--- config.mk ---
export PLATFORM = sky130hd
export DESIGN_NAME = gzc_top
export DESIGN_NICKNAME = d
export VERILOG_FILES = /design/src/core/gzc_pkg.sv /design/src/core/gzc_top.sv
export SDC_FILE = /design/constraint.sdc
export NUM_CORES = 1
export LEC_CHECK = 0
export ABC_AREA = 0
export ABC_CLOCK_PERIOD_IN_PS = 24400
export BUFFER_PORTS_ARGS = -buffer_cell sky130_fd_sc_hd__buf_2
export CAP_MARGIN = 20
export CORE_AREA = 2 2 192 194
export DETAILED_ROUTE_END_ITERATION = 8
export DIE_AREA = 0 0 194 196
export PLACE_DENSITY_LB_ADDON = 0.2
export SLEW_MARGIN = 0
export SYNTH_ARGS = -nofsm -noshare
export SYNTH_HDL_FRONTEND = slang
export SYNTH_SLANG_ARGS = --single-unit
--- constraint.sdc ---
create_clock -name pclk -period 24.4 [get_ports pclk]
set_input_delay 1.22 -clock pclk [delete_from_list [all_inputs] [get_ports pclk]]
set_output_delay 1.22 -clock pclk [all_outputs]
set_load 0.01 [all_outputs]
--- src/core/gzc_pkg.sv ---
package gzc_pkg;
  // ==========================================
  // clock and timing
  localparam int unsigned CLK_HZ = 10_000_000;
  localparam int unsigned MEAS_PER_S = 2;
  localparam int unsigned ZERO_LOW_MS = 3000;
  localparam int unsigned CMD_DEFER_MS = 10;
  localparam int unsigned MEAS_CYC = CLK_HZ / MEAS_PER_S;
  // least time: whole cycles per ms times ms, no rounding up
  localparam int unsigned ZERO_LOW_CYC = (ZERO_LOW_MS * (CLK_HZ / 1000) + 0) ;
  // longest time: round down
  localparam int unsigned DEFER_CYC = (CMD_DEFER_MS * CLK_HZ) / 1000;
  // ==========================================
  // register offsets
  localparam logic [7:0] OFS_CTRL = 8'h00;
  localparam logic [7:0] OFS_STATUS = 8'h04;
  localparam logic [7:0] OFS_FILT = 8'h08;
  localparam logic [7:0] OFS_RAW = 8'h0C;
  localparam logic [7:0] OFS_ZERO = 8'h10;
  localparam logic [7:0] OFS_FRESH = 8'h14;
  localparam logic [7:0] OFS_CMD = 8'h18;
  // ==========================================
  // fields
  localparam int unsigned CTRL_MODE_LSB = 0;
  localparam int unsigned CTRL_FILT_LSB = 8;
  localparam int unsigned CMD_N2_BIT = 0;
  localparam int unsigned CMD_FRESH_BIT = 1;
  localparam int unsigned CMD_POLL_BIT = 2;
  // ==========================================
  // reset values
  localparam logic [7:0] FILT_RST = 8'h10;
  localparam logic [15:0] FRESH_RST = 16'h0190;
  localparam logic [15:0] N2_REF = 16'h0000;
  typedef enum logic [1:0] {
    GZC_SLEEP = 2'b00,
    GZC_STREAM = 2'b01,
    GZC_POLL = 2'b10
  } gzc_mode_t;
endpackage : gzc_pkg

--- src/core/gzc_top.sv ---
`timescale 1ns/1ps
// Functional notes
// power-up measures, streams two results per second
// fixed rate; early requests get latest result
// sleep mode: no measuring, immediate answers
// sleep mode rejects reporting and zero commands
// sleep mode not kept over power cycle
// streaming default; commands deferred during measurement
// polling: measure silently, send when asked
// stream/poll choice kept in non-volatile store
// host holds zero pins low three seconds
// new zero replaces old zero point
// raw unfiltered result also readable
// filter setting selectable; larger smooths more
// host should use filter 32 before zeroing
// nitrogen zero assumes zero carbon dioxide
// fresh-air zero uses 400 unless rewritten
// short zero pin pulse is ignored
// zero pins ignored in sleep mode
module gzc_top #(
  parameter int unsigned MEAS_PERIOD = gzc_pkg::MEAS_CYC,
  parameter int unsigned ZERO_HOLD = gzc_pkg::ZERO_LOW_CYC,
  parameter int unsigned BUSY_LEN = gzc_pkg::DEFER_CYC
) (
  input wire logic pclk,
  input wire logic presetn,
  input wire logic psel,
  input wire logic penable,
  input wire logic pwrite,
  input wire logic [31:0] paddr,
  input wire logic [31:0] pwdata,
  output logic [31:0] prdata,
  output logic pready,
  output logic pslverr,
  input wire logic [15:0] raw_sample,
  input wire logic [1:0] nv_mode_in,
  output logic [1:0] nv_mode_out,
  output logic nv_mode_wr,
  output logic meas_trig,
  output logic tx_valid,
  output logic [15:0] tx_data,
  input wire logic n2_zero_n,
  input wire logic fresh_zero_n
);
  import gzc_pkg::*;

  localparam int unsigned PW = $clog2(MEAS_PERIOD + 1);
  localparam int unsigned ZW = $clog2(ZERO_HOLD + 1);
  localparam int unsigned BW = $clog2(BUSY_LEN + 1);

  function automatic logic [15:0] sat_sub(input logic [15:0] a, input logic [15:0] b);
    sat_sub = (a > b) ? a - b : 16'h0000;
  endfunction : sat_sub

  function automatic logic [3:0] filt_shift(input logic [7:0] s);
    filt_shift = 4'h0;
    for (int i = 1; i < 8; i++) begin
      if (s[i]) begin
        filt_shift = 4'(i);
      end
    end
  endfunction : filt_shift

  // ==========================================
  // state
  gzc_mode_t mode_ff;
  logic boot_ff;
  logic [7:0] filt_set_ff;
  logic [15:0] fresh_ref_ff;
  logic [15:0] zero_ff;
  logic [15:0] last_raw_ff;
  logic [15:0] conc_ff;
  logic [15:0] filt_ff;
  logic valid_ff;
  logic [PW-1:0] per_cnt_ff;
  logic [BW-1:0] busy_cnt_ff;
  logic [2:0] n2_sync_ff;
  logic [2:0] fa_sync_ff;
  logic n2_lvl_ff;
  logic fa_lvl_ff;
  logic [ZW-1:0] n2_cnt_ff;
  logic [ZW-1:0] fa_cnt_ff;
  logic n2_done_ff;
  logic fa_done_ff;
  logic [31:0] prdata_ff;
  logic pready_ff;
  logic pslverr_ff;
  logic [1:0] nv_out_ff;
  logic nv_wr_ff;
  logic trig_ff;
  logic tx_valid_ff;
  logic [15:0] tx_data_ff;

  // ==========================================
  // bus decode
  wire [7:0] ofs = paddr[7:0];
  wire in_range = (paddr[31:8] == 24'h000000);
  wire sleeping = (mode_ff == GZC_SLEEP);
  wire busy = (busy_cnt_ff != '0);
  // answer waits out the measurement window in streaming mode
  wire defer = busy && (mode_ff == GZC_STREAM);
  wire pending = psel && penable && !pready_ff && !defer;
  wire commit = psel && penable && pready_ff && !pslverr_ff;
  wire hit_ctrl = in_range && ofs == OFS_CTRL;
  wire hit_stat = in_range && ofs == OFS_STATUS;
  wire hit_filt = in_range && ofs == OFS_FILT;
  wire hit_raw = in_range && ofs == OFS_RAW;
  wire hit_zero = in_range && ofs == OFS_ZERO;
  wire hit_fresh = in_range && ofs == OFS_FRESH;
  wire hit_cmd = in_range && ofs == OFS_CMD;
  wire [1:0] wr_mode = pwdata[CTRL_MODE_LSB +: 2];
  // reporting and zero-changing accesses refused while asleep
  wire bad_sleep = sleeping && ((!pwrite && (hit_filt || hit_raw)) || (pwrite && (hit_fresh || hit_cmd)));
  wire bad_map = !(hit_ctrl || hit_stat || hit_filt || hit_raw || hit_zero || hit_fresh || hit_cmd);
  wire bad_dir = pwrite ? (hit_stat || hit_filt || hit_raw || hit_zero) : hit_cmd;
  wire bad_mode = pwrite && hit_ctrl && wr_mode == 2'b11;
  wire acc_err = bad_sleep || bad_map || bad_dir || bad_mode;
  wire [31:0] rd_mux = hit_ctrl ? {16'h0000, filt_set_ff, 6'h00, mode_ff} :
                       hit_stat ? {24'h000000, valid_ff, fa_lvl_ff, n2_lvl_ff, busy, nv_out_ff, mode_ff} :
                       hit_filt ? {16'h0000, filt_ff} :
                       hit_raw ? {16'h0000, conc_ff} :
                       hit_zero ? {16'h0000, zero_ff} :
                       hit_fresh ? {16'h0000, fresh_ref_ff} : 32'h00000000;
  wire wr_ctrl = commit && pwrite && hit_ctrl;
  wire wr_cmd = commit && pwrite && hit_cmd;
  wire poll_req = wr_cmd && pwdata[CMD_POLL_BIT];
  wire wr_fresh = commit && pwrite && hit_fresh;

  // ==========================================
  // measurement timing
  // sleep stops the period counter, so no new measurement starts; one already in its busy window still samples
  wire tick = !sleeping && per_cnt_ff == PW'(MEAS_PERIOD - 1);
  wire sample_now = busy_cnt_ff == BW'(1);
  wire [15:0] conc_new = sat_sub(raw_sample, zero_ff);
  wire [3:0] sh = filt_shift(filt_set_ff);
  // larger setting, larger shift: more smoothing, slower response
  wire [15:0] up_step = 16'((conc_new - filt_ff) >> sh);
  wire [15:0] dn_step = 16'((filt_ff - conc_new) >> sh);
  wire [15:0] filt_new = (conc_new >= filt_ff) ? filt_ff + up_step : filt_ff - dn_step;

  // ==========================================
  // zero request pins
  wire n2_low = n2_sync_ff[1] == n2_sync_ff[2] ? !n2_sync_ff[2] : n2_lvl_ff;
  wire fa_low = fa_sync_ff[1] == fa_sync_ff[2] ? !fa_sync_ff[2] : fa_lvl_ff;
  // release before the hold time clears the count, nothing starts
  wire n2_fire = n2_low && !sleeping && n2_cnt_ff == ZW'(ZERO_HOLD - 1) && !n2_done_ff;
  wire fa_fire = fa_low && !sleeping && fa_cnt_ff == ZW'(ZERO_HOLD - 1) && !fa_done_ff;
  wire do_n2 = n2_fire || (wr_cmd && pwdata[CMD_N2_BIT]);
  wire do_fa = fa_fire || (wr_cmd && pwdata[CMD_FRESH_BIT]);
  // nitrogen reference is zero; fresh air uses the writable reference
  wire [15:0] zero_ref = do_n2 ? N2_REF : fresh_ref_ff;
  wire boot_mode_ok = nv_mode_in == GZC_POLL;
  wire mode_keep = wr_ctrl && (wr_mode == GZC_STREAM || wr_mode == GZC_POLL) && wr_mode != nv_out_ff;

  // ==========================================
  // next values
  wire [PW-1:0] nxt_per_cnt = (tick || sleeping) ? '0 : per_cnt_ff + PW'(1);
  wire [BW-1:0] nxt_busy_cnt = tick ? BW'(BUSY_LEN) : (busy ? busy_cnt_ff - BW'(1) : '0);
  // first result seeds the filter so it does not ramp up from zero
  wire [15:0] nxt_filt = valid_ff ? filt_new : conc_new;
  wire stream_out = sample_now && mode_ff == GZC_STREAM;
  wire nxt_tx_valid = stream_out || poll_req;
  // stream only in mode 1; poll answers with the held result
  wire [15:0] nxt_tx_data = stream_out ? nxt_filt : (poll_req ? filt_ff : tx_data_ff);
  wire zero_load = (do_n2 || do_fa) && !sleeping;
  // sleep holds the counts at zero
  wire [ZW-1:0] nxt_n2_cnt = (n2_low && !sleeping && !n2_fire && !n2_done_ff) ? n2_cnt_ff + ZW'(1) : '0;
  wire [ZW-1:0] nxt_fa_cnt = (fa_low && !sleeping && !fa_fire && !fa_done_ff) ? fa_cnt_ff + ZW'(1) : '0;
  // one zero per low pulse, rearmed on release
  wire nxt_n2_done = n2_low && (n2_done_ff || n2_fire);
  wire nxt_fa_done = fa_low && (fa_done_ff || fa_fire);

  // ==========================================
  // registers
  always_ff @(posedge pclk or negedge presetn) begin
    if (!presetn) begin
      mode_ff <= GZC_STREAM;
      boot_ff <= 1'b1;
      nv_out_ff <= GZC_STREAM;
      nv_wr_ff <= 1'b0;
    end else begin
      boot_ff <= 1'b0;
      nv_wr_ff <= mode_keep;
      if (boot_ff) begin
        mode_ff <= boot_mode_ok ? GZC_POLL : GZC_STREAM;
        nv_out_ff <= boot_mode_ok ? GZC_POLL : GZC_STREAM;
      end else if (wr_ctrl) begin
        mode_ff <= gzc_mode_t'(wr_mode);
        if (mode_keep) begin
          nv_out_ff <= wr_mode;
        end
      end
    end
  end

  always_ff @(posedge pclk or negedge presetn) begin
    if (!presetn) begin
      filt_set_ff <= FILT_RST;
      fresh_ref_ff <= FRESH_RST;
    end else begin
      if (wr_ctrl) begin
        filt_set_ff <= pwdata[CTRL_FILT_LSB +: 8];
      end
      if (wr_fresh) begin
        fresh_ref_ff <= pwdata[15:0];
      end
    end
  end

  // the period counter parks at zero while asleep
  always_ff @(posedge pclk or negedge presetn) begin
    if (!presetn) begin
      per_cnt_ff <= '0;
      busy_cnt_ff <= '0;
      trig_ff <= 1'b0;
    end else begin
      per_cnt_ff <= nxt_per_cnt;
      busy_cnt_ff <= nxt_busy_cnt;
      trig_ff <= tick;
    end
  end

  always_ff @(posedge pclk or negedge presetn) begin
    if (!presetn) begin
      last_raw_ff <= 16'h0000;
      conc_ff <= 16'h0000;
      filt_ff <= 16'h0000;
      valid_ff <= 1'b0;
    end else if (sample_now) begin
      last_raw_ff <= raw_sample;
      conc_ff <= conc_new;
      filt_ff <= nxt_filt;
      valid_ff <= 1'b1;
    end
  end

  // a new zero overwrites the old one, nothing accumulates
  always_ff @(posedge pclk or negedge presetn) begin
    if (!presetn) begin
      zero_ff <= 16'h0000;
    end else if (zero_load) begin
      zero_ff <= sat_sub(last_raw_ff, zero_ref);
    end
  end

  always_ff @(posedge pclk or negedge presetn) begin
    if (!presetn) begin
      tx_valid_ff <= 1'b0;
      tx_data_ff <= 16'h0000;
    end else begin
      tx_valid_ff <= nxt_tx_valid;
      tx_data_ff <= nxt_tx_data;
    end
  end

  // three stages; a level counts once the last two agree
  always_ff @(posedge pclk or negedge presetn) begin
    if (!presetn) begin
      n2_sync_ff <= 3'b111;
      fa_sync_ff <= 3'b111;
      n2_lvl_ff <= 1'b0;
      fa_lvl_ff <= 1'b0;
    end else begin
      n2_sync_ff <= {n2_sync_ff[1:0], n2_zero_n};
      fa_sync_ff <= {fa_sync_ff[1:0], fresh_zero_n};
      n2_lvl_ff <= n2_low;
      fa_lvl_ff <= fa_low;
    end
  end

  always_ff @(posedge pclk or negedge presetn) begin
    if (!presetn) begin
      n2_cnt_ff <= '0;
      fa_cnt_ff <= '0;
      n2_done_ff <= 1'b0;
      fa_done_ff <= 1'b0;
    end else begin
      n2_cnt_ff <= nxt_n2_cnt;
      fa_cnt_ff <= nxt_fa_cnt;
      n2_done_ff <= nxt_n2_done;
      fa_done_ff <= nxt_fa_done;
    end
  end

  always_ff @(posedge pclk or negedge presetn) begin
    if (!presetn) begin
      pready_ff <= 1'b0;
      pslverr_ff <= 1'b0;
      prdata_ff <= 32'h00000000;
    end else begin
      pready_ff <= pending;
      pslverr_ff <= pending && acc_err;
      prdata_ff <= (pending && !pwrite && !acc_err) ? rd_mux : 32'h00000000;
    end
  end

  assign prdata = prdata_ff;
  assign pready = pready_ff;
  assign pslverr = pslverr_ff;
  assign nv_mode_out = nv_out_ff;
  assign nv_mode_wr = nv_wr_ff;
  assign meas_trig = trig_ff;
  assign tx_valid = tx_valid_ff;
  assign tx_data = tx_data_ff;
endmodule : gzc_top

# After elaboration in Yosys (flattened, before gate mapping)
# Index checks and enable logic that the tools add are counted.
# totals
regBits,231
in_bits,89
out_inout_bits,55
wordCells,184
# classes
addsub,10
magnitude_cmp,3
eq_ne,18
shift,2
muxes,35
reduce_logical,89
# op_table
op,count
2-to-1 mux 16 bit,14
subtractor 16 bit,5
"adder 25 x 1 -> 25 bit, second input constant",2
"equality test 25 bit, second input constant",2
2-to-1 mux 25 bit,2
logical AND 1 bit,45
2-to-1 mux 17 bit,2
greater-than comparator 16 bit,2
>> shifter 16 x 4 -> 16 bit,2
"equality test 8 x 5 -> 1 bit, second input constant",3
logical NOT 24 bit,1
"adder 23 x 1 -> 23 bit, second input constant",1
"equality test 23 bit, second input constant",1
logical OR 1 bit,23
2-to-1 mux 23 bit,1
"equality test 17 x 1 -> 1 bit, second input constant",1
nonzero test 17 bit,1
"subtractor 17 x 1 -> 17 bit, second input constant",1
adder 16 bit,1
"equality test 8 x 4 -> 1 bit, second input constant",2
>= comparator 16 bit,1
2-to-1 mux 2 bit,8
logical NOT 1 bit,13
2-to-1 mux 3 bit,3
other kinds (11),20

# Logic depth before layout (Yosys ltp)
# logic_depth
depth_word,15
mapped_depth,42
mapped_depth_nobuf,41

# Least setup slack after synthesis
# Ideal clock, no wire load.
# synth_path
path_kind,input port to flip-flop
start,input port raw_sample[0]
end,"register tx_data_ff[15], in the netlist tx_data[15]"
setup_ns,0.130
arrival_ns,8.729
required_ns,24.270
slack_ns,15.541
path_stages,41
n_path_buf,1
path_cell_list,inv_1 > ha_1 > fa_1 > nor2b_1 > o21a_1 > o21ai_0 > a21oi_1 > o21ai_0 > o211ai_1 > a21o_1 > clkbuf_1 > nand2b_1 > inv_1 > ha_1 > inv_1 > fa_1 > a32oi_4 > a21oi_2 > [5 not listed] > nand4b_2 > nor4b_2 > nand2_1 > xor2_1 > a21oi_1 > ha_1 > nand2_1 > nor2_1 > a211oi_1 > o21ai_0 > a221o_1 > a21oi_1 > xnor2_1 > xnor2_1 > and3_1 > mux2_4 > a211oi_2 > mux2i_1
# synth_via
elab_chain_len,8
word_cells_on_any_way,13
cone_classes,add/sub (5); order compare (2); shift (2); mux (4)
# synth_lines
item,line,rtl
start: declaration,gzc_top.sv:35,"input wire logic [15:0] raw_sample,"
subtractor 16 bit / greater-than comparator 16 bit (equally long branches),gzc_top.sv:52,sat_sub = (a > b) ? a - b : 16'h0000;
2-to-1 mux 16 bit (*),gzc_top.sv:52,
net conc_new[0],gzc_top.sv:134,"wire [15:0] conc_new = sat_sub(raw_sample, zero_ff);"
subtractor 16 bit (on tied branches),"gzc_top.sv:138, gzc_top.sv:137",
>> shifter 16 x 4 -> 16 bit (on tied branches),"gzc_top.sv:138, gzc_top.sv:137",
subtractor 16 bit / adder 16 bit (equally long branches),gzc_top.sv:139,wire [15:0] filt_new = (conc_new >= filt_ff) ? filt_ff + up_step : filt_ff - dn_step;
2-to-1 mux 16 bit (*),gzc_top.sv:139,
2-to-1 mux 16 bit (*),gzc_top.sv:160,wire [15:0] nxt_filt = valid_ff ? filt_new : conc_new;
2-to-1 mux 16 bit (*),gzc_top.sv:164,wire [15:0] nxt_tx_data = stream_out ? nxt_filt : (poll_req ? filt_ff : tx_data_ff);
end signal: assignment,gzc_top.sv:252,tx_data_ff <= nxt_tx_data;
end: declaration,gzc_top.sv:92,logic [15:0] tx_data_ff;
# The timed path passes the listed nets; every way through them passes the cells marked *.
# A chain may end at the register's enable or synchronous reset.

# Worst setup path in the final report
# layout_path
start,input port raw_sample[0]
end,register filt_ff[15]
# layout_via
elab_chain_len,7
word_cells_on_any_way,12
cone_classes,add/sub (5); order compare (2); shift (2); mux (3)
# layout_lines
item,line,rtl
subtractor 16 bit / greater-than comparator 16 bit (equally long branches),gzc_top.sv:52,
2-to-1 mux 16 bit (*),gzc_top.sv:52,
net conc_new[3],gzc_top.sv:134,
subtractor 16 bit (on tied branches),"gzc_top.sv:138, gzc_top.sv:137",
>> shifter 16 x 4 -> 16 bit (on tied branches),"gzc_top.sv:138, gzc_top.sv:137",
subtractor 16 bit / adder 16 bit (equally long branches),gzc_top.sv:139,
2-to-1 mux 16 bit (*),gzc_top.sv:139,
2-to-1 mux 16 bit (*),gzc_top.sv:160,
end signal: assignment,gzc_top.sv:232,filt_ff <= nxt_filt;
end: declaration,gzc_top.sv:73,logic [15:0] filt_ff;
# Marked as above.

==> results.md <==
- Register area share after synthesis: 34.8%
- Max-Cap Viols: 0
- Nets: 2235
- Critical R2R Capture: filt_ff[15]$_DFFE_PN0P_
- Die height: 196 um
- Antenna cell count: 0
- Pre-Repair DR Iteration Count: 5
- Critical path fanouts, max: 5
- H-tree level count: 1
- Largest cells by area after synthesis: dfrtp_1 33%, ha_1 7.1%, nor2_1 5.4%
- Hold Path Class: reg2reg
- CTS Hold Bufs: 0
- Slew at the pin with the worst max-slew slack: 1.13 ns
- Drt drc: 0
- Top_reg_cell synth: dfrtp_1
- CP required: 24.79 ns
- Setup TNS: 0 ns
- Final Skew: 0.0244 ns
- Crit path largest cell delay: 0.78 ns
- Internal power: 0.770 mW
- Max IR drop VDD: 0.0559 mV
- Worst-Skew Late Latency: 0.56 ns
- Die ar.: 38000 sq um
- Tmin final: 10.29 ns
- Mapped Area: 16700 sq um
- Vias/cell: 5.79
- Reg power frac: 36.8%
- Crit-path slowest cell: o311ai_0
- Root Buffer: clkbuf_16
- Post-DP HPWL: 36.4 mm
- Seq cells post-synth: 231
- Yosys cell types: 96
- GRT Total Usage: 24.4%
- Min Hold Slack: 0.358 ns
- Leak Pwr: 8.70 nW
- First-pass GRT wire length: 74.8 mm
- Switching power: 0.319 mW
- Slew margin rel.: 23.7%
- Placer Congestion: 0.919
- Top-area cell type share of the netlist area: 32.7%
- Hold Startpoint: fa_sync_ff[0]$_DFF_PN1_
- Port-buffer cells: 111
- Gate count after technology mapping: 1987
- Number of antenna-violating nets in the routed design: 0
- Cell Rows: 70
- Ys async rst share: 100%
- Setup Viol. Count Final: 0
- 1st-iter DRT viols: 1147
- Combinational power share: 21.9%
- CTS Sinks: 231
- Vias in the first global route: 13980
- Yosys top cell by area: dfrtp_1
- Post-synth EDFFs: 0
- R2r startpoint: zero_ff[0]$_DFFE_PN0P_
- Total CTS buffers: 26
- Share of cells above drive strength 1: 12.9%
- FILL cells: 3427
- Syn-to-layout area delta: 11.3%
- DRT Wirelength: 47.2 mm
- CTS tree: yes
- Clock Tree Buf Depth: 3
- Start point of the critical path: raw_sample[0]
- Pwr Density: 58.7 nW/um^2
- Post-DR wirelength/cell: 18.6 um
- WHS Path Cells: 0
- Clk network pwr share: 41.3%
- Final Slew Violations: 0
- R2R depth: 36
- Status: finished clean
- Fin. Hold Viols: 0
- Crit path DAT: 10.68 ns
- Period utilization: 42.2%
- WHS Endpoint: fa_sync_ff[1]$_DFF_PN1_
- Starting density of the core: 46.2%
- Chip width: 194 um
- Post CTS Setup Buffer Count: 0
- Initial antenna violation count: 1
- Largest net degree at the start of global routing: 92
- Post-Syn Area per Cell: 8.39 sq um
- CORE AREA: 36100 sq um
- CP endpoint kind: flip-flop
- Setup repair after global routing missed its margin: false
- Top Ports: 144
- WS Path Type: in2reg
- Synth warn: 0
- Via count: 14675
- GRT overflow: 0
- CP startpoint kind: input port
- Post-CTS resize count: 0
- Worst-path clk slew: 0.06 ns
- Critical Path Most Common Cell: o21ai_0
- Switch share: 29.3%
- FMAX: 0.0972 GHz
- R2R setup slack: 14.52 ns
-- per-stage QoR --
stage | util (%) | total power [mW] | cell area [sq um] | instances | setup slack (ns)
finish | 51.4 | 1.09 | 18600 | 2535 | 14.11
global route | 51.4 | 1.14 | 18600 | 2535 | 13.53
CTS | 51.3 | 1.09 | 18500 | 2534 | 14.31
detailed placement | 48.6 | 0.641 | 17500 | 2486 | 13.77
global placement | 48.6 | 0.638 | 17500 | 2486 | 13.93
floorplan | - | 0.581 | 16700 | 2003 | 15.54
-- cell usage in the layout, fill, tap and decap left out, drive strengths merged, types with 21 or more instances in the layout --
cell type / synthesis / routed
clkbuf: 74 / 35
dfrtp: 218 / 218
nand3: 62 / 62
nand4: 37 / 37
a31oi: 23 / 23
xor2: 64 / 64
mux2i: 36 / 36
a21oi: 119 / 119
nor2: 240 / 240
nand2: 230 / 230
inv: 91 / 91
nand2b: 21 / 21
a21o: 31 / 31
mux2: 42 / 42
and3: 24 / 24
xnor2: 79 / 79
buf: 37 / 127
nor3: 41 / 41
ha: 94 / 94
o21ai: 154 / 154
-- power by group through the flow --
stage	combinational (mW)	sequential [mW]	clock, mW
after floorplan	0.175	0.405	0
after global placement	0.231	0.407	0
after detailed placement	0.234	0.407	0
after CTS	0.236	0.400	0.458
after global routing	0.264	0.401	0.474
final	0.239	0.400	0.450
-- cell usage after synthesis, types with 7 or more instances --
library cell,count
a211oi_1,16
a21o_1,31
a21oi_1,116
a22oi_1,8
a31oi_1,22
and2_1,10
and3_1,22
and4_1,10
buf_1,9
buf_2,11
buf_4,16
clkbuf_1,73
dfrtp_1,218
dfstp_2,13
ha_1,94
inv_1,91
mux2_2,41
mux2i_1,36
nand2_1,230
nand2b_1,20
nand3_1,62
nand4_1,36
nor2_1,240
nor2b_1,11
nor3_1,41
nor4_1,17
o211ai_1,14
o21a_1,12
o21ai_0,149
o311ai_0,7
o31ai_1,10
or2_2,8
or3_1,14
or4_1,7
xnor2_1,79
xor2_1,64
-- kinds of logic (layout without fill, tap and decap cells) --
kind of cell / count (synthesis) / in the layout / synth area share (%)
other: 1 / 17 / 0.0225
muxes: 78 / 78 / 5.02
DFF: 231 / 231 / 34.8
AOI/OAI and AO/OA: 477 / 477 / 18.6
and+or+nand+nor: 755 / 755 / 21.3
buffers and inverters: 203 / 267 / 5.07
adders and majority gates: 99 / 99 / 7.66
xor gates and xnor gates: 143 / 143 / 7.51
-- area by class of cell --
| type | instances | area, sq um | area share (%) |
|---|---|---|---|
| Inverter | 92 | 345 | 1.86 |
| Sequential cell | 231 | 5800 | 31.2 |
| Clock inverter | 13 | 268 | 1.44 |
| Timing Repair Buffer | 127 | 706 | 3.80 |
| Tap cell | 468 | 586 | 3.16 |
| Multi-Input combinational cell | 1569 | 10100 | 54.5 |
| Clock buffer | 35 | 734 | 3.96 |
-- how the worst max path moves through the flow --
| stage | endpoint | slack (ns) | cells past startpoint |
|---|---|---|---|
| after floorplan | tx_data[15]$_DFFE_PN0P_ | 15.54 | 41 |
| after global placement | tx_data[15]$_DFFE_PN0P_ | 13.93 | 39 |
| after detailed placement | tx_data[15]$_DFFE_PN0P_ | 13.77 | 39 |
| after CTS | filt_ff[15]$_DFFE_PN0P_ | 14.31 | 39 |
| after global routing | filt_ff[15]$_DFFE_PN0P_ | 13.53 | 39 |
| final | filt_ff[15]$_DFFE_PN0P_ | 14.11 | 38 |
-- critical path: cells and delay by family --
kind | cells | cell delay (ns)
AO/OA/AOI/OAI | 23 | 6.21
multiplexers | 1 | 0.27
adder cells (fa/ha/maj) | 4 | 1.51
buffers and inverters | 3 | 0.32
AND/OR/NAND/NOR | 4 | 0.59
XOR/XNOR | 3 | 0.54
-- sequential cells by signal (all words and copies together) (netlist names), 2 cells and up --
name	cells
mode_ff	2
busy_cnt_ff	17
fa_cnt_ff	25
filt_ff	16
zero_ff	16
fa_sync_ff	3
nv_mode_out	2
n2_cnt_ff	25
tx_data	16
last_raw_ff	16
per_cnt_ff	23
fresh_ref_ff	16
conc_ff	16
prdata	16
filt_set_ff	8
n2_sync_ff	3
-- metal layers --
metal	global-route usage (%)	part of all wire (%)	up-vias
met5	0	0	-
met4	10.3	4.3	0
met3	2.70	4.6	92
met2	40.3	47	410
met1	32.6	44	7080
li1	-	-	7093
No activity file was read; power rests on OpenSTA's default activity.
